### src/verilog/fbp_pkg.sv
package fbp_pkg;

  // Pointer and counter geometry
  localparam int FBP_PTR_W = 16;
  localparam int FBP_WORD_W = 6;
  localparam int FBP_PAGE_W = 8;
  localparam int FBP_ADDR_W = 14;
  localparam int FBP_PAGE_WORDS = 64;
  localparam int FBP_NARROW_COUNTER_TOP_BIT = 12;
  localparam int FBP_WIDE_COUNTER_TOP_BIT = 13;
  localparam int FBP_PAGE_WORD_TOP_BIT = 5;
  localparam int FBP_NARROW_POINTER_COUNTER_TOP_BIT = 13;
  localparam int FBP_WIDE_POINTER_COUNTER_TOP_BIT = 14;
  localparam int FBP_POINTER_PAGE_WORD_TOP_BIT = 6;

  // Boot section start per fuse pair, narrow variant
  localparam logic [13:0] FBP_BOOT13_11 = 14'h1F80;
  localparam logic [13:0] FBP_BOOT13_10 = 14'h1F00;
  localparam logic [13:0] FBP_BOOT13_01 = 14'h1E00;
  localparam logic [13:0] FBP_BOOT13_00 = 14'h1C00;
  localparam logic [13:0] FBP_END13 = 14'h1FFF;

  // Boot section start per fuse pair, wide variant
  localparam logic [13:0] FBP_BOOT14_11 = 14'h3F00;
  localparam logic [13:0] FBP_BOOT14_10 = 14'h3E00;
  localparam logic [13:0] FBP_BOOT14_01 = 14'h3C00;
  localparam logic [13:0] FBP_BOOT14_00 = 14'h3800;
  localparam logic [13:0] FBP_END14 = 14'h3FFF;

  // First word of the no-read-while-write section
  localparam logic [13:0] FBP_RWW_LIMIT13 = 14'h1C00;
  localparam logic [13:0] FBP_RWW_LIMIT14 = 14'h3800;
  localparam int FBP_RWW_PAGES13 = 112;
  localparam int FBP_RWW_PAGES14 = 224;

  // Edges after reset before the synchronised straps are trusted
  localparam logic [1:0] FBP_SETTLE_CYC = 2'h2;

  typedef enum logic [2:0] {
    FBP_OP_FILL,
    FBP_OP_ERASE,
    FBP_OP_WRITE,
    FBP_OP_READ,
    FBP_OP_RWW_EN
  } fbp_op_t;

  typedef struct packed {
    logic valid;
    fbp_op_t op;
    logic [FBP_PTR_W-1:0] pointer;
  } fbp_req_t;

  typedef struct packed {
    logic valid;
    fbp_op_t op;
    logic [FBP_PAGE_W-1:0] page_index;
    logic [FBP_WORD_W-1:0] word_in_page_index;
    logic byte_hi;
    logic in_rww;
    logic in_boot;
    logic blocked;
  } fbp_cmd_t;

  typedef struct packed {
    logic ready;
    logic wide;
    logic [FBP_ADDR_W-1:0] boot_start;
    logic [FBP_ADDR_W-1:0] rww_limit;
  } fbp_cfg_t;

  typedef struct packed {
    logic [1:0] settle;
    fbp_cfg_t cfg;
    logic section_busy_flag;
    fbp_cmd_t cmd;
  } fbp_state_t;

endpackage : fbp_pkg

### src/verilog/fbp_sync.sv
`timescale 1ns/100ps
module fbp_sync #(
  parameter int WIDTH = 1
) (
  input wire logic clk_sys,
  input wire logic sys_rst,
  input wire logic [WIDTH-1:0] async_in,
  output logic [WIDTH-1:0] sync_out
);
  import fbp_pkg::*;

  typedef struct packed {
    logic [WIDTH-1:0] meta;
    logic [WIDTH-1:0] stable;
  } fbp_sync_state_t;

  fbp_sync_state_t st;
  fbp_sync_state_t next_st;

  always_comb begin
    next_st.meta = async_in;
    next_st.stable = st.meta;
  end

  always_ff @(posedge clk_sys or posedge sys_rst) begin
    if (sys_rst) begin
      st <= '0;
    end else begin
      st <= next_st;
    end
  end

  assign sync_out = st.stable;

endmodule : fbp_sync

### src/verilog/fbp_addr_decode.sv
`timescale 1ns/100ps
module fbp_addr_decode (
  input wire logic clk_sys,
  input wire logic sys_rst,
  input wire logic boot_size_fuse_hi,
  input wire logic boot_size_fuse_lo,
  input wire logic wide_variant,
  input wire fbp_pkg::fbp_req_t core_req,
  output fbp_pkg::fbp_cmd_t flash_cmd,
  output fbp_pkg::fbp_cfg_t section_cfg,
  output logic section_busy_flag
);
  import fbp_pkg::*;

  fbp_state_t st;
  fbp_state_t next_st;
  logic [2:0] straps;
  logic [FBP_PAGE_W-1:0] page_sel;
  logic [FBP_WORD_W-1:0] word_sel;
  logic [FBP_ADDR_W-1:0] word_addr;
  logic [FBP_ADDR_W-1:0] boot_pick;
  logic hit_rww;
  logic hit_boot;

  fbp_sync #(
    .WIDTH(3)
  ) u_strap_sync (
    .clk_sys(clk_sys),
    .sys_rst(sys_rst),
    .async_in({wide_variant, boot_size_fuse_hi, boot_size_fuse_lo}),
    .sync_out(straps)
  );

  // Boot start from the fuse pair
  always_comb begin
    if (straps[2]) begin
      case (straps[1:0])
        2'h3: boot_pick = FBP_BOOT14_11;
        2'h2: boot_pick = FBP_BOOT14_10;
        2'h1: boot_pick = FBP_BOOT14_01;
        default: boot_pick = FBP_BOOT14_00;
      endcase
    end else begin
      case (straps[1:0])
        2'h3: boot_pick = FBP_BOOT13_11;
        2'h2: boot_pick = FBP_BOOT13_10;
        2'h1: boot_pick = FBP_BOOT13_01;
        default: boot_pick = FBP_BOOT13_00;
      endcase
    end
  end

  // Pointer to page and word; upper pointer bits dropped
  always_comb begin
    if (st.cfg.wide) begin
      page_sel = core_req.pointer[14:7];
    end else begin
      page_sel = {1'b0, core_req.pointer[13:7]};
    end
    word_sel = core_req.pointer[6:1];
    word_addr = {page_sel, word_sel};
    hit_rww = word_addr < st.cfg.rww_limit;
    hit_boot = word_addr >= st.cfg.boot_start;
  end

  always_comb begin
    next_st = st;
    next_st.cmd.valid = 1'b0;
    if (!st.cfg.ready) begin
      if (st.settle == FBP_SETTLE_CYC) begin
        next_st.cfg.ready = 1'b1;
        next_st.cfg.wide = straps[2];
        next_st.cfg.boot_start = boot_pick;
        next_st.cfg.rww_limit = straps[2] ? FBP_RWW_LIMIT14 : FBP_RWW_LIMIT13;
      end else begin
        next_st.settle = st.settle + 2'h1;
      end
    end else if (core_req.valid) begin
      next_st.cmd.valid = 1'b1;
      next_st.cmd.op = core_req.op;
      next_st.cmd.page_index = page_sel;
      next_st.cmd.word_in_page_index = word_sel;
      next_st.cmd.byte_hi = 1'b0;
      next_st.cmd.in_rww = hit_rww;
      next_st.cmd.in_boot = hit_boot;
      next_st.cmd.blocked = 1'b0;
      case (core_req.op)
        FBP_OP_ERASE, FBP_OP_WRITE: begin
          // Whole-page operations carry no word index
          next_st.cmd.word_in_page_index = '0;
          if (hit_rww) begin
            next_st.section_busy_flag = 1'b1;
          end
        end
        FBP_OP_FILL: begin
          // Starting a page load releases the section
          next_st.section_busy_flag = 1'b0;
        end
        FBP_OP_RWW_EN: begin
          next_st.section_busy_flag = 1'b0;
        end
        FBP_OP_READ: begin
          next_st.cmd.byte_hi = core_req.pointer[0];
          next_st.cmd.blocked = hit_rww && st.section_busy_flag;
        end
        default: begin
          next_st.cmd.valid = 1'b0;
        end
      endcase
    end
  end

  always_ff @(posedge clk_sys or posedge sys_rst) begin
    if (sys_rst) begin
      st <= '0;
    end else begin
      st <= next_st;
    end
  end

  assign flash_cmd = st.cmd;
  assign section_cfg = st.cfg;
  assign section_busy_flag = st.section_busy_flag;
endmodule : fbp_addr_decode

### config.mk
export PLATFORM = sky130hd
export DESIGN_NAME = fbp_addr_decode
export DESIGN_NICKNAME = d
export VERILOG_FILES = /design/src/verilog/fbp_pkg.sv /design/src/verilog/fbp_sync.sv /design/src/verilog/fbp_addr_decode.sv
export SDC_FILE = /design/constraint.sdc
export NUM_CORES = 1
export LEC_CHECK = 0
export BUFFER_PORTS_ARGS = -buffer_cell sky130_fd_sc_hd__buf_2
export CORE_ASPECT_RATIO = 0.8
export CORE_MARGIN = 5
export CORE_UTILIZATION = 45
export CTS_CLUSTER_SIZE = 30
export DETAILED_ROUTE_END_ITERATION = 10
export PLACE_DENSITY = 0.85
export SKIP_CTS_REPAIR_TIMING = 1
export SLEW_MARGIN = 0
export SYNTH_ARGS = -nofsm -noshare
export SYNTH_HDL_FRONTEND = slang
export SYNTH_SLANG_ARGS = --single-unit
### constraint.sdc
create_clock -name clk_sys -period 2.1 [get_ports clk_sys]
set_input_delay 0.21 -clock clk_sys [delete_from_list [all_inputs] [get_ports clk_sys]]
set_output_delay 0.21 -clock clk_sys [all_outputs]
set_load 0.005 [all_outputs]
# [Word level (Yosys, flattened, before mapping)]
# Cells that the tools add are included.
[op_classes] add_sub_neg=1 n_mux=15 n_eq_ne=9 bitwise_logic=2 reduce_logical=10 n_lt_le_gt_ge=2
[op_table] cell="$mux 30" count=2
[op_table] cell="$mux 22" count=2
[op_table] cell="$pmux 11 s3" count=1
[op_table] cell="$pmux 10 s3" count=1
[op_table] cell="$mux 14" count=2
[op_table] cell="$ge 14x14->1" count=1
[op_table] cell="$lt 14x14->1" count=1
[op_table] cell="$mux 8" count=1
[op_table] cell="$eq 2x2->1 const B" count=3
[op_table] cell="$eq 3x2->1 const B" count=2
[op_table] cell="$mux 6" count=1
[op_table] cell="$reduce_and 2->1" count=3
[op_table] cell="$reduce_or 5->1" count=1
[op_table] cell="$mux 1" count=4
[op_table] cell="$reduce_and 4->1" count=1
[op_table] cell="$reduce_or 2->1" count=2
[op_table] cell="$eq 3x1->1 const B" count=1
[op_table] cell="$eq 3x3->1 const B" count=1
[op_table] cell="$logic_not 3->1" count=1
[op_table] cell="$add 2x1->2 const B" count=1
[op_table] cell="$eq 2x1->1 const B" count=1
[op_table] cell="$ne 2x2->1 const B" count=1
[op_table] cell="$not 1->1" count=2
[op_table] cell="$pmux 1 s2" count=1
[op_table] cell="2 further kinds" count=2
[word_totals] inputBits=25 ff_bits=61 word_cells=55 out_inout_bits=53

# [Longest topological paths before layout]
# Gate-level depths: netlist of the first run.
[depth] word_depth=6 ltp_mapped=6 mapped_depth_nobuf=6

# [Modules after synthesis]
# Synthesis of the first run repeated with hierarchy kept, for this count alone.
[unflattened] hier_cells=186 area_unflattened_um2=2016.9
[by_module_without_submodules] mod="fbp_addr_decode" instances=1 seq_area_each_um2=825.8 area_per_inst_um2=1863.0 cells_per_inst=179
[by_module_without_submodules] mod="fbp_sync" instances=1 seq_area_each_um2=150.1 area_per_inst_um2=153.9 cells_per_inst=7

# [Worst setup path after synthesis of the first run]
# Ideal clock, no wire load.
[synth_path] kind="register -> register" from="reg section_cfg[26] (netlist name)" to="reg st (netlist bit section_busy_flag)" setup_slack_ns=0.761 setup_time_ns=0.130 required_ns=1.970 path_buffers=0 stages_incl_launch_ff=6 arrival_time_ns=1.209 period_less_slack_ns=1.339 path_cell_list="dfrtp_1 > inv_1 > ha_1 > o21ai_0 > a211oi_2 > o31ai_1"
[synth_lines] element="end signal: assignment" line_no="fbp_addr_decode.sv:117" rtl="st <= next_st;"
[synth_lines] element="end: declaration" line_no="fbp_addr_decode.sv:15" rtl="fbp_state_t st;"

==> flow_metrics.env, run 1 <==
export IMPL_status="finished clean"
export IMPL_diodes=0
export IMPL_grt_max_degree=40
export IMPL_grt_pass1_wl_um=5968
export IMPL_p_sw_w=0.0003807
export IMPL_powerDensity_nw_per_um2=715.7
export IMPL_endpoint_kind="flop"
export IMPL_drc=0
export IMPL_fmax_mhz=648.1
export IMPL_register_area_um2=975.9
export IMPL_power_w=0.001543
export IMPL_dp_hpwl_um=2848
export IMPL_antenna_found_initial=0
export IMPL_globalRoute_totalOverflow=0
export IMPL_cts_buffer_depth=2
export IMPL_multi_input_area_um2=659.4
export IMPL_grt_pass1_vias=1207
export IMPL_synth_cells=190
export IMPL_drive_gt1_frac=0.3790
export IMPL_yosysUniqueCellTypes=33
export IMPL_critPathLaunchType="flop"
export IMPL_rsz0062_at_grt="false"
export IMPL_viasPerCell=4.424
export IMPL_nets=251
export IMPL_layout_commonest_cell="buf_2"
export IMPL_period_needed_ns=1.543
export IMPL_crit_family="compound AO/OA/AOI/OAI gates"
export IMPL_cp_cell_sequence="inv_1, ha_1, o21ai_0, a211oi_2, o31ai_1"
export IMPL_swShare=0.2467
export IMPL_gr_usage_all_layers=0.1269
export IMPL_clkPwrFrac=0.327
export IMPL_cts_tree="built"
export IMPL_h_tree_depth=2
export IMPL_initial_core_util=0.4753
export IMPL_area_delta_synth_final_pct=5.901
export IMPL_r2r_start="section_cfg[26]$_DFFE_PP0P_"
export IMPL_drv_cap=0
export IMPL_power_internal_w=0.001162
export IMPL_comb_power_share=0.134
export IMPL_slowest_stage="dfrtp_1"
export IMPL_rows=21
export IMPL_synth_seq_cells=39
export IMPL_final_setup_tns_ns=0
export IMPL_cellLeakagePower_nw=1.118
export IMPL_drt_wl_total_um=3602
export IMPL_vdd_drop_max_mv=0.3529
export IMPL_firstDrtPassIters=3
export IMPL_hold_viol_final=0
export IMPL_synth_seq_area_share=0.4794
export IMPL_finalSetupViolCount=0
export IMPL_worstPathArrival_ns=1.70
export IMPL_period_share=0.7348
export IMPL_cts_num_sinks=39
export IMPL_nFillCells=390
export IMPL_chipHeight_um=70.16
export IMPL_crit_type="flop to flop"
export IMPL_vias=1221
export IMPL_cts_buffers=5
export IMPL_hold_path_class="primary input to asynchronous set/reset pin"
export IMPL_fin_worst_skew_ns=0.002394
export IMPL_io_pins=78
export IMPL_ys_warn_count=0
export IMPL_crit_buf_inv=1
export IMPL_port_buffers=59
export IMPL_crit_fanout=5
export IMPL_syn_area_per_cell_um2=10.71
export IMPL_antenna_left=0
export IMPL_gp_congestion=0.8115
export IMPL_drtIter0Drc=65
export IMPL_core_area_um2=4283
export IMPL_root_buffer="clkbuf_8"
export IMPL_seqPwrFrac=0.539
export IMPL_die_width_um=85.20
export IMPL_slowest_delay_ns=0.40
export IMPL_detail_route_wl_per_cell_um=13.05
export IMPL_clk_pin_slew_ns=0.07
export IMPL_netlist_area_um2=2036
export IMPL_required_ns=2.26
export IMPL_final_cell_mix="buf_2, dfrtp_1, nand2_1, conb_1, mux2_2"
export IMPL_fin_util=0.5034
export IMPL_worst_r2r_setup_slack_ns=0.56
export IMPL_slew_violations=0
export IMPL_rr_endpoint="section_busy_flag$_DFFE_PP0P_"
export IMPL_clk_latency_ns=0.28
export IMPL_ff2ff_path_depth=5
export IMPL_die_area_um2=5977
state kept, by name (all words and copies together) (netlist names):
register               flops
section_cfg                8
u_strap_sync.next_st       3
st                         2
flash_cmd                 22
section_busy_flag          1
u_strap_sync.sync_out      3
worst min-delay path: stages:
cell   delay (ns)
buf_2        0.09
inv_1        0.04
buf_4        0.40
metal layers:
layer | global-route usage | share of wire
met5 | 0 | 0
met2 | 0.1940 | 0.47
met3 | 0.05875 | 0.084
met1 | 0.1607 | 0.44
met4 | 0.03691 | 0.0022
Yosys cell counts (all sizes together):
cell type  count  area (um^2)
nand4b         1        8.760
a211oi         2        20.02
conb           1        3.750
o211ai         1        7.510
nand2         17        63.81
nor2           7        26.28
o41ai          1        16.27
a22oi          1        7.510
a22o           6        52.55
xnor2          2        17.52
nand2b         3        18.77
clkbuf         1        3.750
mux2i          1        10.01
buf           56        422.9
or2            2        12.52
inv            9        33.78
ha             7        87.58
o31ai          2        20.02
nor4           2        12.51
o21ai          9        45.04
nor3           2        10.01
nand4          1        6.260
a21o           1        7.510
mux2          10        112.6
a21oi          4        20.02
dfrtp         39        975.9
nor2b          2        12.51
stage by stage:
stage	cells	setup WS [ns]	hold WS, ns	cell area [um^2]
6_report	276	0.5569	0.02157	2156
5_1_grt	276	0.3888	0.003236	2156
4_1_cts	275	0.5415	0.01551	2146
3_5_place_dp	268	0.5529	0.3193	2058
3_3_place_gp	268	0.6204	0.3196	2058
2_1_floorplan	206	0.7612	0.2414	2096
final cells by class:
type                            count  share of cell area
Sequential cell                    39              0.4527
Multi-Input combinational cell    101              0.3059
Timing Repair Buffer               63              0.1521
Clock buffer                        6             0.03831
Tap cell                           57             0.03308
Inverter                            9             0.01567
Clock inverter                      1            0.002322
kinds of logic (layout without fill, tap and decap cells):
logic type / count (synthesis) / in the layout / share of synthesized area
buffers and inverters: 66 / 79 / 0.2262
xor gates and xnor gates: 2 / 2 / 0.008606
DFF: 39 / 39 / 0.4794
and+or+nand+nor: 37 / 37 / 0.08421
other: 1 / 17 / 0.001842
adders and majority gates: 7 / 7 / 0.04302
AOI/OAI and AO/OA: 27 / 27 / 0.09650
muxes: 11 / 11 / 0.06023
power groups by stage:
stage,logic [W],registers [W],clock network (W)
3_3_place_gp,0.000206,0.000843,0
3_5_place_dp,0.000210,0.000847,0
4_1_cts,0.000211,0.000832,0.000525
5_1_grt,0.000233,0.000839,0.000563
6_report,0.000207,0.000832,0.000504
2_1_floorplan,0.000198,0.000840,0
worst max-delay path by stage:
stage	startpoint	depth (start not counted)	endpoint	slack (ns)
floorplan	section_cfg[26]$_DFFE_PP0P_	5	section_busy_flag$_DFFE_PP0P_	0.76
global placement	section_cfg[26]$_DFFE_PP0P_	5	flash_cmd[2]$_DFFE_PP0P_	0.62
detailed placement	section_cfg[26]$_DFFE_PP0P_	5	flash_cmd[2]$_DFFE_PP0P_	0.55
CTS	section_cfg[26]$_DFFE_PP0P_	5	section_busy_flag$_DFFE_PP0P_	0.54
global route	section_cfg[26]$_DFFE_PP0P_	5	section_busy_flag$_DFFE_PP0P_	0.39
finish	section_cfg[26]$_DFFE_PP0P_	5	section_busy_flag$_DFFE_PP0P_	0.56
Note: power is estimated with default switching activity, not from simulation.
==> run 2, diff against run 1 <==
clock period = 1.6 ns   (was 2.1 ns; I/O delays follow)
==> flow_metrics.env, run 2 (synthesized netlist as in run 1, its figures left out) <==
export IMPL_status="finished, violations left"
export IMPL_failed_checks="negative hold slack"
export IMPL_drive_gt1_frac=0.3812
export IMPL_slew_violations=0
export IMPL_cts_num_sinks=39
export IMPL_rsz0062_at_grt="false"
export IMPL_gp_congestion=0.8022
export IMPL_largest_reg_flops=22
export IMPL_pre_cts_ws_ns=0.06307
export IMPL_grtUsageMet2=0.1940
export IMPL_firstDrtPassIters=4
export IMPL_power_w=0.002099
export IMPL_cts_buffers=5
export IMPL_root_buffer="clkbuf_8"
export IMPL_drt_wl_total_um=3707
export IMPL_initial_core_util=0.4753
export IMPL_r2r_start="section_cfg[26]$_DFFE_PP0P_"
export IMPL_crit_fanout=4
export IMPL_clk_latency_ns=0.29
export IMPL_h_tree_depth=2
export IMPL_drc=0
export IMPL_cts_tree="built"
export IMPL_globalRoute_totalOverflow=0
export IMPL_vias=1271
export IMPL_diodes=0
export IMPL_grt_max_degree=40
export IMPL_ff2ff_path_depth=5
export IMPL_cts_buffer_depth=2
export IMPL_hold_path_class="primary input to asynchronous set/reset pin"
export IMPL_drv_cap=0
export IMPL_viasPerCell=4.539
export IMPL_powerDensity_nw_per_um2=945.3
export IMPL_die_area_um2=5977
export IMPL_use_met3=0.04583
export IMPL_period_share=0.8993
export IMPL_area_delta_synth_final_pct=9.097
export IMPL_required_ns=1.77
export IMPL_grt_pass1_wl_um=6258
export IMPL_antenna_found_initial=0
export IMPL_worst_r2r_setup_slack_ns=0.16
export IMPL_antenna_left=0
export IMPL_fin_worst_skew_ns=0.005397
export IMPL_critPathLaunchType="flop"
export IMPL_grt_pass1_vias=1259
export IMPL_core_area_um2=4283
export IMPL_period_needed_ns=1.439
export IMPL_fin_ws_ns=0.1610
export IMPL_rr_endpoint="flash_cmd[2]$_DFFE_PP0P_"
export IMPL_layout_commonest_cell="buf_2"
export IMPL_die_width_um=85.20
export IMPL_fin_util=0.5186
export IMPL_endpoint_kind="flop"
export IMPL_finalSetupViolCount=0
export IMPL_port_buffers=59
export IMPL_fmax_mhz=694.9
export IMPL_drtIter0Drc=51
export IMPL_cellLeakagePower_nw=1.137
export IMPL_grt_busiest_layer="met2"
export IMPL_detail_route_wl_per_cell_um=13.24
export IMPL_io_pins=78
export IMPL_worstSetupStartpoint="section_cfg[26]$_DFFE_PP0P_"
export IMPL_final_cell_mix="buf_2, dfrtp_1, nand2_1, conb_1, mux2_2"
export IMPL_vdd_drop_max_mv=0.6189
export IMPL_nets=254
export IMPL_gr_usage_all_layers=0.1330
export IMPL_met1_usage=0.1707
export IMPL_chipHeight_um=70.16
export IMPL_final_setup_tns_ns=0
export IMPL_clk_pin_slew_ns=0.07
export IMPL_dp_hpwl_um=2884
export IMPL_hold_viol_final=39
export IMPL_worstPathArrival_ns=1.60
export IMPL_rows=21
export IMPL_crit_type="flop to flop"
export IMPL_hold_ws_ns=-0.03018
run 2: cell count changes in the layout (fill, tap and decap cells not counted), sizes merged:
cell and change:
buf +1, clkbuf +2, clkinv -1, dlygate4sd3 +2
run 2: worst max-delay path: stages, from the launching register on:
cell and delay [ns]:
dfrtp_1 0.36, inv_1 0.11, ha_4 0.30, o21ai_0 0.09, a211oi_2 0.34, o21ai_0 0.12
run 2: stage by stage:
step	instance area [um^2]	hold slack (ns)	instances
2_1_floorplan	2096	0.1914	206
3_3_place_gp	2071	0.2696	268
3_5_place_dp	2071	0.2707	268
4_1_cts	2171	-0.03481	276
5_1_grt	2221	0.01742	280
6_report	2221	-0.03018	280
run 2: worst max path at each step:
| stage | end | slack (ns) | cells past startpoint |
|---|---|---|---|
| 2_1_floorplan | section_busy_flag$_DFFE_PP0P_ | 0.26 | 5 |
| 3_3_place_gp | section_busy_flag$_DFFE_PP0P_ | 0.14 | 5 |
| 3_5_place_dp | flash_cmd[2]$_DFFE_PP0P_ | 0.06 | 5 |
| 4_1_cts | flash_cmd[2]$_DFFE_PP0P_ | 0.07 | 5 |
| 5_1_grt | section_busy_flag$_DFFE_PP0P_ | 0.01 | 5 |
| 6_report | flash_cmd[2]$_DFFE_PP0P_ | 0.16 | 5 |
run 2: routing by layer:
layer,up-vias,part of all wire
met1,589,0.42
met2,45,0.47
met4,0,0.026
met3,11,0.083
li1,626,-
met5,-,0
run 2: cell type report:
class / count / area (um^2)
inverters: 9 / 33.78
well taps: 57 / 71.32
repair buffers: 66 / 367.9
multi-input cells: 101 / 671.9
clock buffers: 8 / 100.1
fillers: 400 / 2062
flip-flops and latches: 39 / 975.9
run 2: report_power, final:
group          leakage [nW]  internal [W]  total (W)  switching [W]
clock network        0.0515      0.000393   0.000725       0.000332
logic                 0.624      0.000139   0.000283       0.000144
registers             0.462       0.00105    0.00109      0.0000365
